==> src/rtl/aln_defines.svh <==
// Summary of operation
// - Conversion low bits go to accumulator high bits
// - Same instruction clears accumulator bits one, zero
// - Memory toggle instruction loads accumulator from memory
// - Then page select takes XOR with immediate
// - Six fixed upper bits, four immediate bits
// - Clock control copied whole, left unchanged
`ifndef ALN_DEFINES_SVH
`define ALN_DEFINES_SVH

// ***************************************************************
// Register map (byte addresses on the bus)
// ***************************************************************
`define ALN_ADR_INSTR     8'h00
`define ALN_ADR_ACC       8'h04
`define ALN_ADR_PAGE      8'h08
`define ALN_ADR_CONV      8'h0c
`define ALN_ADR_CLKCTRL   8'h10
`define ALN_ADR_PTR       8'h14
`define ALN_ADR_MEMDATA   8'h18
`define ALN_ADR_STATUS    8'h1c
`define ALN_ADR_COUNT     8'h20

// ***************************************************************
// Widths
// ***************************************************************
`define ALN_ADR_W         8
`define ALN_DAT_W         32
`define ALN_SEL_W         4
`define ALN_INSTR_W       10
`define ALN_NIB_W         4
`define ALN_CONV_W        10
`define ALN_PTR_W         8
`define ALN_MEM_DEPTH     256
`define ALN_CNT_W         16

// ***************************************************************
// Instruction encodings
// ***************************************************************
`define ALN_OPC_CONV_LOW  10'h249
`define ALN_OPC_CLK_READ  10'h252
`define ALN_OPC_MEM_HI    6'h2c
`define ALN_OPC_HI_MSB    9
`define ALN_OPC_HI_LSB    4
`define ALN_IMM_MSB       3
`define ALN_IMM_LSB       0
`define ALN_LOW_ZERO      2'h0

// ***************************************************************
// Status fields and reset values
// ***************************************************************
`define ALN_ST_UNKNOWN    0
`define ALN_ST_CARRY      1
`define ALN_ST_LASTOP_LSB 4
`define ALN_ST_LASTOP_MSB 5
`define ALN_RST_NIB       4'h0
`define ALN_RST_INSTR     10'h000
`define ALN_RST_CONV      10'h000
`define ALN_RST_PTR       8'h00
`define ALN_RST_CNT       16'h0000
`define ALN_RST_DAT       32'h0000_0000
`define ALN_CNT_ONE       16'h0001

`endif

==> src/rtl/aln_pkg.sv <==
`include "aln_defines.svh"

package aln_pkg;

   // ***************************************************************
   // Decoded operation classes
   // ***************************************************************
   typedef enum logic [1:0] {
      ALN_OP_NONE       = 2'b00,
      ALN_OP_CONV_LOW   = 2'b01,
      ALN_OP_MEM_TOGGLE = 2'b10,
      ALN_OP_CLK_READ   = 2'b11
   } aln_op_e;

   typedef logic [`ALN_NIB_W-1:0] aln_nib_t;

   // ***************************************************************
   // Whole state of the core
   // ***************************************************************
   typedef struct packed {
      logic                                   ack;
      logic [`ALN_DAT_W-1:0]                  dat;
      logic [`ALN_INSTR_W-1:0]                instr;
      aln_nib_t                               acc;
      aln_nib_t                               page;
      logic [`ALN_CONV_W-1:0]                 conv;
      aln_nib_t                               clk_ctrl;
      logic [`ALN_PTR_W-1:0]                  ptr;
      logic                                   carry;
      logic                                   unknown;
      aln_op_e                                last_op;
      logic [`ALN_CNT_W-1:0]                  count;
      logic [`ALN_MEM_DEPTH-1:0][`ALN_NIB_W-1:0] mem;
   } aln_state_s;

endpackage

==> src/rtl/aln_dec_if.sv <==
`timescale 1ns/1ps
`default_nettype none
`include "aln_defines.svh"

// Instruction word out to the decoder, operation class and immediate back
interface aln_dec_if;
   logic [`ALN_INSTR_W-1:0] word;
   aln_pkg::aln_op_e        op;
   aln_pkg::aln_nib_t       imm;

   modport core (output word, input op, input imm);
   modport dec  (input word, output op, output imm);
endinterface

`default_nettype wire

==> src/rtl/aln_decoder.sv <==
`timescale 1ns/1ps
`default_nettype none
`include "aln_defines.svh"

module aln_decoder (
   aln_dec_if.dec dec
);

   // ***************************************************************
   // Opcode match; purely combinational so execution fits one cycle
   // ***************************************************************
   always_comb begin
      dec.imm = dec.word[`ALN_IMM_MSB:`ALN_IMM_LSB];
      if (dec.word == `ALN_OPC_CONV_LOW) begin
         dec.op = aln_pkg::ALN_OP_CONV_LOW;
      end else if (dec.word == `ALN_OPC_CLK_READ) begin
         dec.op = aln_pkg::ALN_OP_CLK_READ;
      end else if (dec.word[`ALN_OPC_HI_MSB:`ALN_OPC_HI_LSB] == `ALN_OPC_MEM_HI) begin
         dec.op = aln_pkg::ALN_OP_MEM_TOGGLE;
      end else begin
         dec.op = aln_pkg::ALN_OP_NONE;
      end
   end

endmodule

`default_nettype wire

==> src/rtl/aln_core.sv <==
`timescale 1ns/1ps
`default_nettype none
`include "aln_defines.svh"

module aln_core (
   input  wire logic                  CORE_CLK,
   input  wire logic                  NRST,
   input  wire logic                  WB_CYC_I,
   input  wire logic                  WB_STB_I,
   input  wire logic                  WB_WE_I,
   input  wire logic [`ALN_ADR_W-1:0] WB_ADR_I,
   input  wire logic [`ALN_SEL_W-1:0] WB_SEL_I,
   input  wire logic [`ALN_DAT_W-1:0] WB_DAT_I,
   output var  logic [`ALN_DAT_W-1:0] WB_DAT_O,
   output var  logic                  WB_ACK_O
);

   // ***************************************************************
   // State and decoder hookup
   // ***************************************************************
   aln_pkg::aln_state_s     state_reg;
   aln_pkg::aln_state_s     state_next;
   logic [`ALN_DAT_W-1:0]   wr_mask;
   logic [`ALN_DAT_W-1:0]   rd_word;
   logic [`ALN_INSTR_W-1:0] instr_merged;
   logic                    req;
   logic                    wr;
   logic                    instr_wr;

   aln_dec_if dec_bus ();

   aln_decoder u_decoder (
      .dec (dec_bus)
   );

   // ***************************************************************
   // Bus qualifiers
   // ***************************************************************
   // A request is taken once; ack drops the cycle after it was given
   assign req = WB_CYC_I && WB_STB_I && !state_reg.ack;
   assign wr  = req && WB_WE_I;

   // Byte lane mask built from the select lines
   genvar lane;
   generate
      for (lane = 0; lane < `ALN_SEL_W; lane = lane + 1) begin : g_lane
         assign wr_mask[lane*8 +: 8] = {8{WB_SEL_I[lane]}};
      end
   endgenerate

   // Instruction word as it will stand after this write
   assign instr_merged = (state_reg.instr & ~wr_mask[`ALN_INSTR_W-1:0])
                       | (WB_DAT_I[`ALN_INSTR_W-1:0] & wr_mask[`ALN_INSTR_W-1:0]);

   // Only a write touching the low lane issues an instruction
   assign instr_wr = wr && (WB_ADR_I == `ALN_ADR_INSTR) && WB_SEL_I[0];

   // Decoder sees the word being issued, so it executes in that cycle
   assign dec_bus.word = instr_merged;

   // ***************************************************************
   // Read multiplexer
   // ***************************************************************
   // Unmapped and unaligned addresses read as zero
   always_comb begin
      rd_word = `ALN_RST_DAT;
      case (WB_ADR_I)
         `ALN_ADR_INSTR: begin
            rd_word[`ALN_INSTR_W-1:0] = state_reg.instr;
         end
         `ALN_ADR_ACC: begin
            rd_word[`ALN_NIB_W-1:0] = state_reg.acc;
         end
         `ALN_ADR_PAGE: begin
            rd_word[`ALN_NIB_W-1:0] = state_reg.page;
         end
         `ALN_ADR_CONV: begin
            rd_word[`ALN_CONV_W-1:0] = state_reg.conv;
         end
         `ALN_ADR_CLKCTRL: begin
            rd_word[`ALN_NIB_W-1:0] = state_reg.clk_ctrl;
         end
         `ALN_ADR_PTR: begin
            rd_word[`ALN_PTR_W-1:0] = state_reg.ptr;
         end
         `ALN_ADR_MEMDATA: begin
            rd_word[`ALN_NIB_W-1:0] = state_reg.mem[state_reg.ptr];
         end
         `ALN_ADR_STATUS: begin
            rd_word[`ALN_ST_UNKNOWN] = state_reg.unknown;
            rd_word[`ALN_ST_CARRY]   = state_reg.carry;
            rd_word[`ALN_ST_LASTOP_MSB:`ALN_ST_LASTOP_LSB] = state_reg.last_op;
         end
         `ALN_ADR_COUNT: begin
            rd_word[`ALN_CNT_W-1:0] = state_reg.count;
         end
         default: begin
            rd_word = `ALN_RST_DAT;
         end
      endcase
   end

   // ***************************************************************
   // Next state
   // ***************************************************************
   always_comb begin
      state_next = state_reg;

      // Ack is a single-cycle pulse; read data is captured with it
      state_next.ack = req;
      if (req && !WB_WE_I) begin
         state_next.dat = rd_word;
      end

      // Plain register writes, lane by lane
      if (wr) begin
         case (WB_ADR_I)
            `ALN_ADR_INSTR: begin
               state_next.instr = instr_merged;
            end
            `ALN_ADR_ACC: begin
               if (WB_SEL_I[0]) begin
                  state_next.acc = WB_DAT_I[`ALN_NIB_W-1:0];
               end
            end
            `ALN_ADR_PAGE: begin
               if (WB_SEL_I[0]) begin
                  state_next.page = WB_DAT_I[`ALN_NIB_W-1:0];
               end
            end
            `ALN_ADR_CONV: begin
               state_next.conv = (state_reg.conv & ~wr_mask[`ALN_CONV_W-1:0])
                               | (WB_DAT_I[`ALN_CONV_W-1:0] & wr_mask[`ALN_CONV_W-1:0]);
            end
            `ALN_ADR_CLKCTRL: begin
               if (WB_SEL_I[0]) begin
                  state_next.clk_ctrl = WB_DAT_I[`ALN_NIB_W-1:0];
               end
            end
            `ALN_ADR_PTR: begin
               if (WB_SEL_I[0]) begin
                  state_next.ptr = WB_DAT_I[`ALN_PTR_W-1:0];
               end
            end
            `ALN_ADR_MEMDATA: begin
               if (WB_SEL_I[0]) begin
                  state_next.mem[state_reg.ptr] = WB_DAT_I[`ALN_NIB_W-1:0];
               end
            end
            `ALN_ADR_STATUS: begin
               // Carry is software's; the instructions here never touch it
               if (WB_SEL_I[0]) begin
                  state_next.carry = WB_DAT_I[`ALN_ST_CARRY];
                  if (WB_DAT_I[`ALN_ST_UNKNOWN]) begin
                     state_next.unknown = 1'b0;
                  end
               end
            end
            `ALN_ADR_COUNT: begin
               if (WB_SEL_I[0]) begin
                  state_next.count = `ALN_RST_CNT;
               end
            end
            default: begin
               state_next.count = state_reg.count;
            end
         endcase
      end

      // Execution: one word, one cycle, carry and sequencing left alone
      if (instr_wr) begin
         state_next.last_op = dec_bus.op;
         case (dec_bus.op)
            aln_pkg::ALN_OP_CONV_LOW: begin
               // Two result bits left-aligned over cleared low bits
               state_next.acc = {state_reg.conv[1:0], `ALN_LOW_ZERO};
               state_next.count = `ALN_CNT_W'(state_reg.count + `ALN_CNT_ONE);
            end
            aln_pkg::ALN_OP_MEM_TOGGLE: begin
               state_next.acc  = state_reg.mem[state_reg.ptr];
               state_next.page = state_reg.page ^ dec_bus.imm;
               state_next.count = `ALN_CNT_W'(state_reg.count + `ALN_CNT_ONE);
            end
            aln_pkg::ALN_OP_CLK_READ: begin
               // Clock control is only read, never written back
               state_next.acc = state_reg.clk_ctrl;
               state_next.count = `ALN_CNT_W'(state_reg.count + `ALN_CNT_ONE);
            end
            default: begin
               // Set wins over a clear arriving in the same cycle
               state_next.unknown = 1'b1;
            end
         endcase
      end
   end

   // ***************************************************************
   // State register
   // ***************************************************************
   // Synchronous reset; the memory array is left uncleared to keep it cheap
   always_ff @(posedge CORE_CLK) begin
      if (!NRST) begin
         state_reg.ack      <= 1'b0;
         state_reg.dat      <= `ALN_RST_DAT;
         state_reg.instr    <= `ALN_RST_INSTR;
         state_reg.acc      <= `ALN_RST_NIB;
         state_reg.page     <= `ALN_RST_NIB;
         state_reg.conv     <= `ALN_RST_CONV;
         state_reg.clk_ctrl <= `ALN_RST_NIB;
         state_reg.ptr      <= `ALN_RST_PTR;
         state_reg.carry    <= 1'b0;
         state_reg.unknown  <= 1'b0;
         state_reg.last_op  <= aln_pkg::ALN_OP_NONE;
         state_reg.count    <= `ALN_RST_CNT;
         state_reg.mem      <= state_reg.mem;
      end else begin
         state_reg <= state_next;
      end
   end

   // ***************************************************************
   // Outputs straight from flip-flops
   // ***************************************************************
   assign WB_DAT_O = state_reg.dat;
   assign WB_ACK_O = state_reg.ack;

endmodule

`default_nettype wire

==> config.mk <==
export PLATFORM = sky130hd
export DESIGN_NAME = aln_core
export DESIGN_NICKNAME = d
export VERILOG_FILES = /design/src/rtl/aln_pkg.sv /design/src/rtl/aln_dec_if.sv /design/src/rtl/aln_decoder.sv /design/src/rtl/aln_core.sv
export VERILOG_INCLUDE_DIRS = /design/src /design/src/rtl
export SDC_FILE = /design/constraint.sdc
export NUM_CORES = 2
export LEC_CHECK = 0
export BUFFER_PORTS_ARGS = -buffer_cell sky130_fd_sc_hd__buf_2
export CAP_MARGIN = 25
export CORE_MARGIN = 2
export CORE_UTILIZATION = 50
export CTS_CLUSTER_SIZE = 24
export DETAILED_ROUTE_END_ITERATION = 10
export PLACE_DENSITY = 0.65
export SLEW_MARGIN = 20
export SYNTH_ARGS = -nofsm -noshare
export SYNTH_HDL_FRONTEND = slang
export SYNTH_SLANG_ARGS = --single-unit
==> constraint.sdc <==
create_clock -name CORE_CLK -period 3.5 [get_ports CORE_CLK]
set_input_delay 0.175 -clock CORE_CLK [delete_from_list [all_inputs] [get_ports CORE_CLK]]
set_output_delay 0.175 -clock CORE_CLK [all_outputs]
set_load 0.02 [all_outputs]
==> out/results.txt <==
Max clock buf depth - 3
relative slew slack - 0.345
Max Cap Viol - 0
CTS resizes - 0
Yosys cell types - 69
footprint of the multi-input gates - 11700 sq um
Via Count - 24.6k
buffer and inverter count on the worst path - 1
Synth top cells by count - edfxtp_1 (1024), nor2_1 (298), mux4_2 (210)
largest net degree at the start of global routing - 171
Crit-path slowest cell - dfxtp_4
Req. time, crit path - 4.09 ns
Remaining DRCs - 0
Mapped Area - 44900 sq um
unrepaired setup endpoints after global routing - no
layout cells sized above 1 - 0.210
Seq. cell area - 32300 sq um
number of synthesized flops with an enable pin - 1024
CP Class - flop to flop
HPWL after DPL - 70.1 mm
Seq/Total Area, Yosys - 0.718
dominant cells by area after synthesis - edfxtp_1 (68%), mux4_2 (11%), mux2i_1 (4.5%), dfxtp_1 (3.4%), nor2_1 (2.5%)
vias in the first global route - 25.1k
most common cell type on the critical path - mux4_2
delay-heaviest family, CP - multiplexers
CTS root buf - clkbuf_16
Rows - 109
Syn Inst Count - 2608
Leak Pwr - 15.3 nW
FILL cells - 6606
global-route wire length before repair - 162 mm
die area - 92300 sq um
Final period util - 0.951
total wire length - 109 mm
post-synth top area share - 0.684
arrival time at the worst endpoint - 3.92 ns
reg2reg path depth - 7
CTS Buf Count - 109
hold_ws - 0.0210 ns
FMAX - 0.301 GHz
Setup violations, final - 0
worst skew pair latency - 0.70 ns
CP endpoint kind - flop
Clock transition at path regs - 0.07 ns
WL per Instance - 27.4 um
CP cell instances - mux4_2 -> mux4_2 -> mux2_2 -> a221oi_1 -> o31ai_1 -> buf_4 -> a32o_1
top-count cell post-synth - edfxtp_1
antenna viol nets, final - 0
critical path peak fanout - 39
Layout Nets - 2778
count of state elements after synthesis - 1101
clock sinks - 1101
DR iter-0 viols - 2519
Yosys Warn Count - 0
PwrDens - 522 nW/um^2
min Tclk post-route - 3.33 ns
Placeable Area - 88800 sq um
area leader, netlist - edfxtp_1
initial core utilization - 0.506
final hold violations - 0
area grow syn2layout - 13.0%
Hold WC Path Type - primary input to flop
Setup TNS - 0 ns
slew at the pin closest to its max-slew limit - 0.983 ns
synthesized area per cell - 17.2 sq um
routability cong. - 0.884
total congestion overflow - 0
max incr delay on CP - 0.84 ns
total power draw - 0.0265 W
initial antenna violation count - 0
Top Ports - 82
die height - 304 um
I/O Buffers - 41
Critical Path Source Type - flop
Clock Skew - 0.0389 ns
number of cells on the critical path - 7
First-pass DRT Iterations - 5
die width - 304 um
CTS tree - done
pins over their slew limit - 0
status - finished clean
async set or reset register ratio after synthesis - 0
Vias/cell - 6.18
Most used DFF post-synth - edfxtp_1
Max IR drop VDD - 380 uV
H-tree depth - 3
Global Route Usage Sum - 0.236
hold depth - 5
## per-stage QoR
stage / utilization / worst slack, ns / cells / area [sq um]
6_report: 0.572 / 0.172 / 3988 / 50800
5_1_grt: 0.572 / 0.0946 / 3987 / 50800
4_1_cts: 0.572 / 0.109 / 3986 / 50800
3_5_place_dp: 0.529 / 0.137 / 3767 / 47000
3_3_place_gp: 0.529 / 0.149 / 3767 / 47000
2_1_floorplan: - / 0.669 / 2623 / 45000
## metal layers
layer | routed length (um) | global-route usage
met5 | 0 | 0
met1 | 44600 | 0.323
met4 | 3450 | 0.0833
met2 | 53300 | 0.390
met3 | 7800 | 0.0348
## power by group
group | internal [W] | switching (W)
clock | 0.00675 | 0.00503
sequential | 0.0144 | 0.00000279
combinational | 0.0000670 | 0.000291
total | 0.0212 | 0.00532
## tightest hold or removal path: stages
cell and delay [ns]:
buf_2 0.12, nand3_1 0.09, nor3_1 0.09, mux2i_1 0.14
nor2b_1 0.06
## logic make-up after synthesis
family | Yosys count | synth area share
AOI/OAI and AO/OA | 257 | 0.0411
xor gates and xnor gates | 6 | 0.00117
adders and majority gates | 1 | 0.000278
buffers and inverters | 215 | 0.0238
DFF | 1101 | 0.718
muxes | 420 | 0.152
other | 1 | 0.0000834
and+or+nand+nor | 607 | 0.0630
## path summary, 6_finish.rpt
path	endpoint	startpoint	slack, ns
min reg2reg	WB_DAT_O[11]	WB_DAT_O[11]	0.46
max	WB_DAT_O[2]	state_reg[1047]	0.17
min	state_reg[1082]	WB_SEL_I[1]	0.02
max reg2reg	WB_DAT_O[2]	state_reg[1047]	0.17
## cell type report
cell class                 instances  share of cell area
sequential                      1101               0.636
multi-input combinational       1307               0.229
clock buffer                     127              0.0552
timing repair buffer             200              0.0339
tap                             1165              0.0287
clock inverter                    78              0.0164
inverter                           9            0.000665
antenna                            1           0.0000493
## placed cells by master, fill, tap and decap left out, types with 22 or more instances in the layout
cell / count
clkinv_1: 22
dfxtp_1: 74
nand2_1: 95
edfxtp_1: 1024
nor2_1: 297
buf_4: 124
buf_2: 37
clkbuf_16: 109
mux2i_1: 204
nor2b_1: 47
clkinv_2: 28
mux4_2: 210
a21boi_0: 22
nand3_1: 51
a21oi_1: 28
a22oi_1: 42
o21ai_0: 28
## what timing repair did
item,CTS,global route
hold buffers,14,0
endpoints found under the hold margin,24,0
setup buffers,0,1
setup endpoints to repair,0,2
Power figures use the tool's default switching activity.
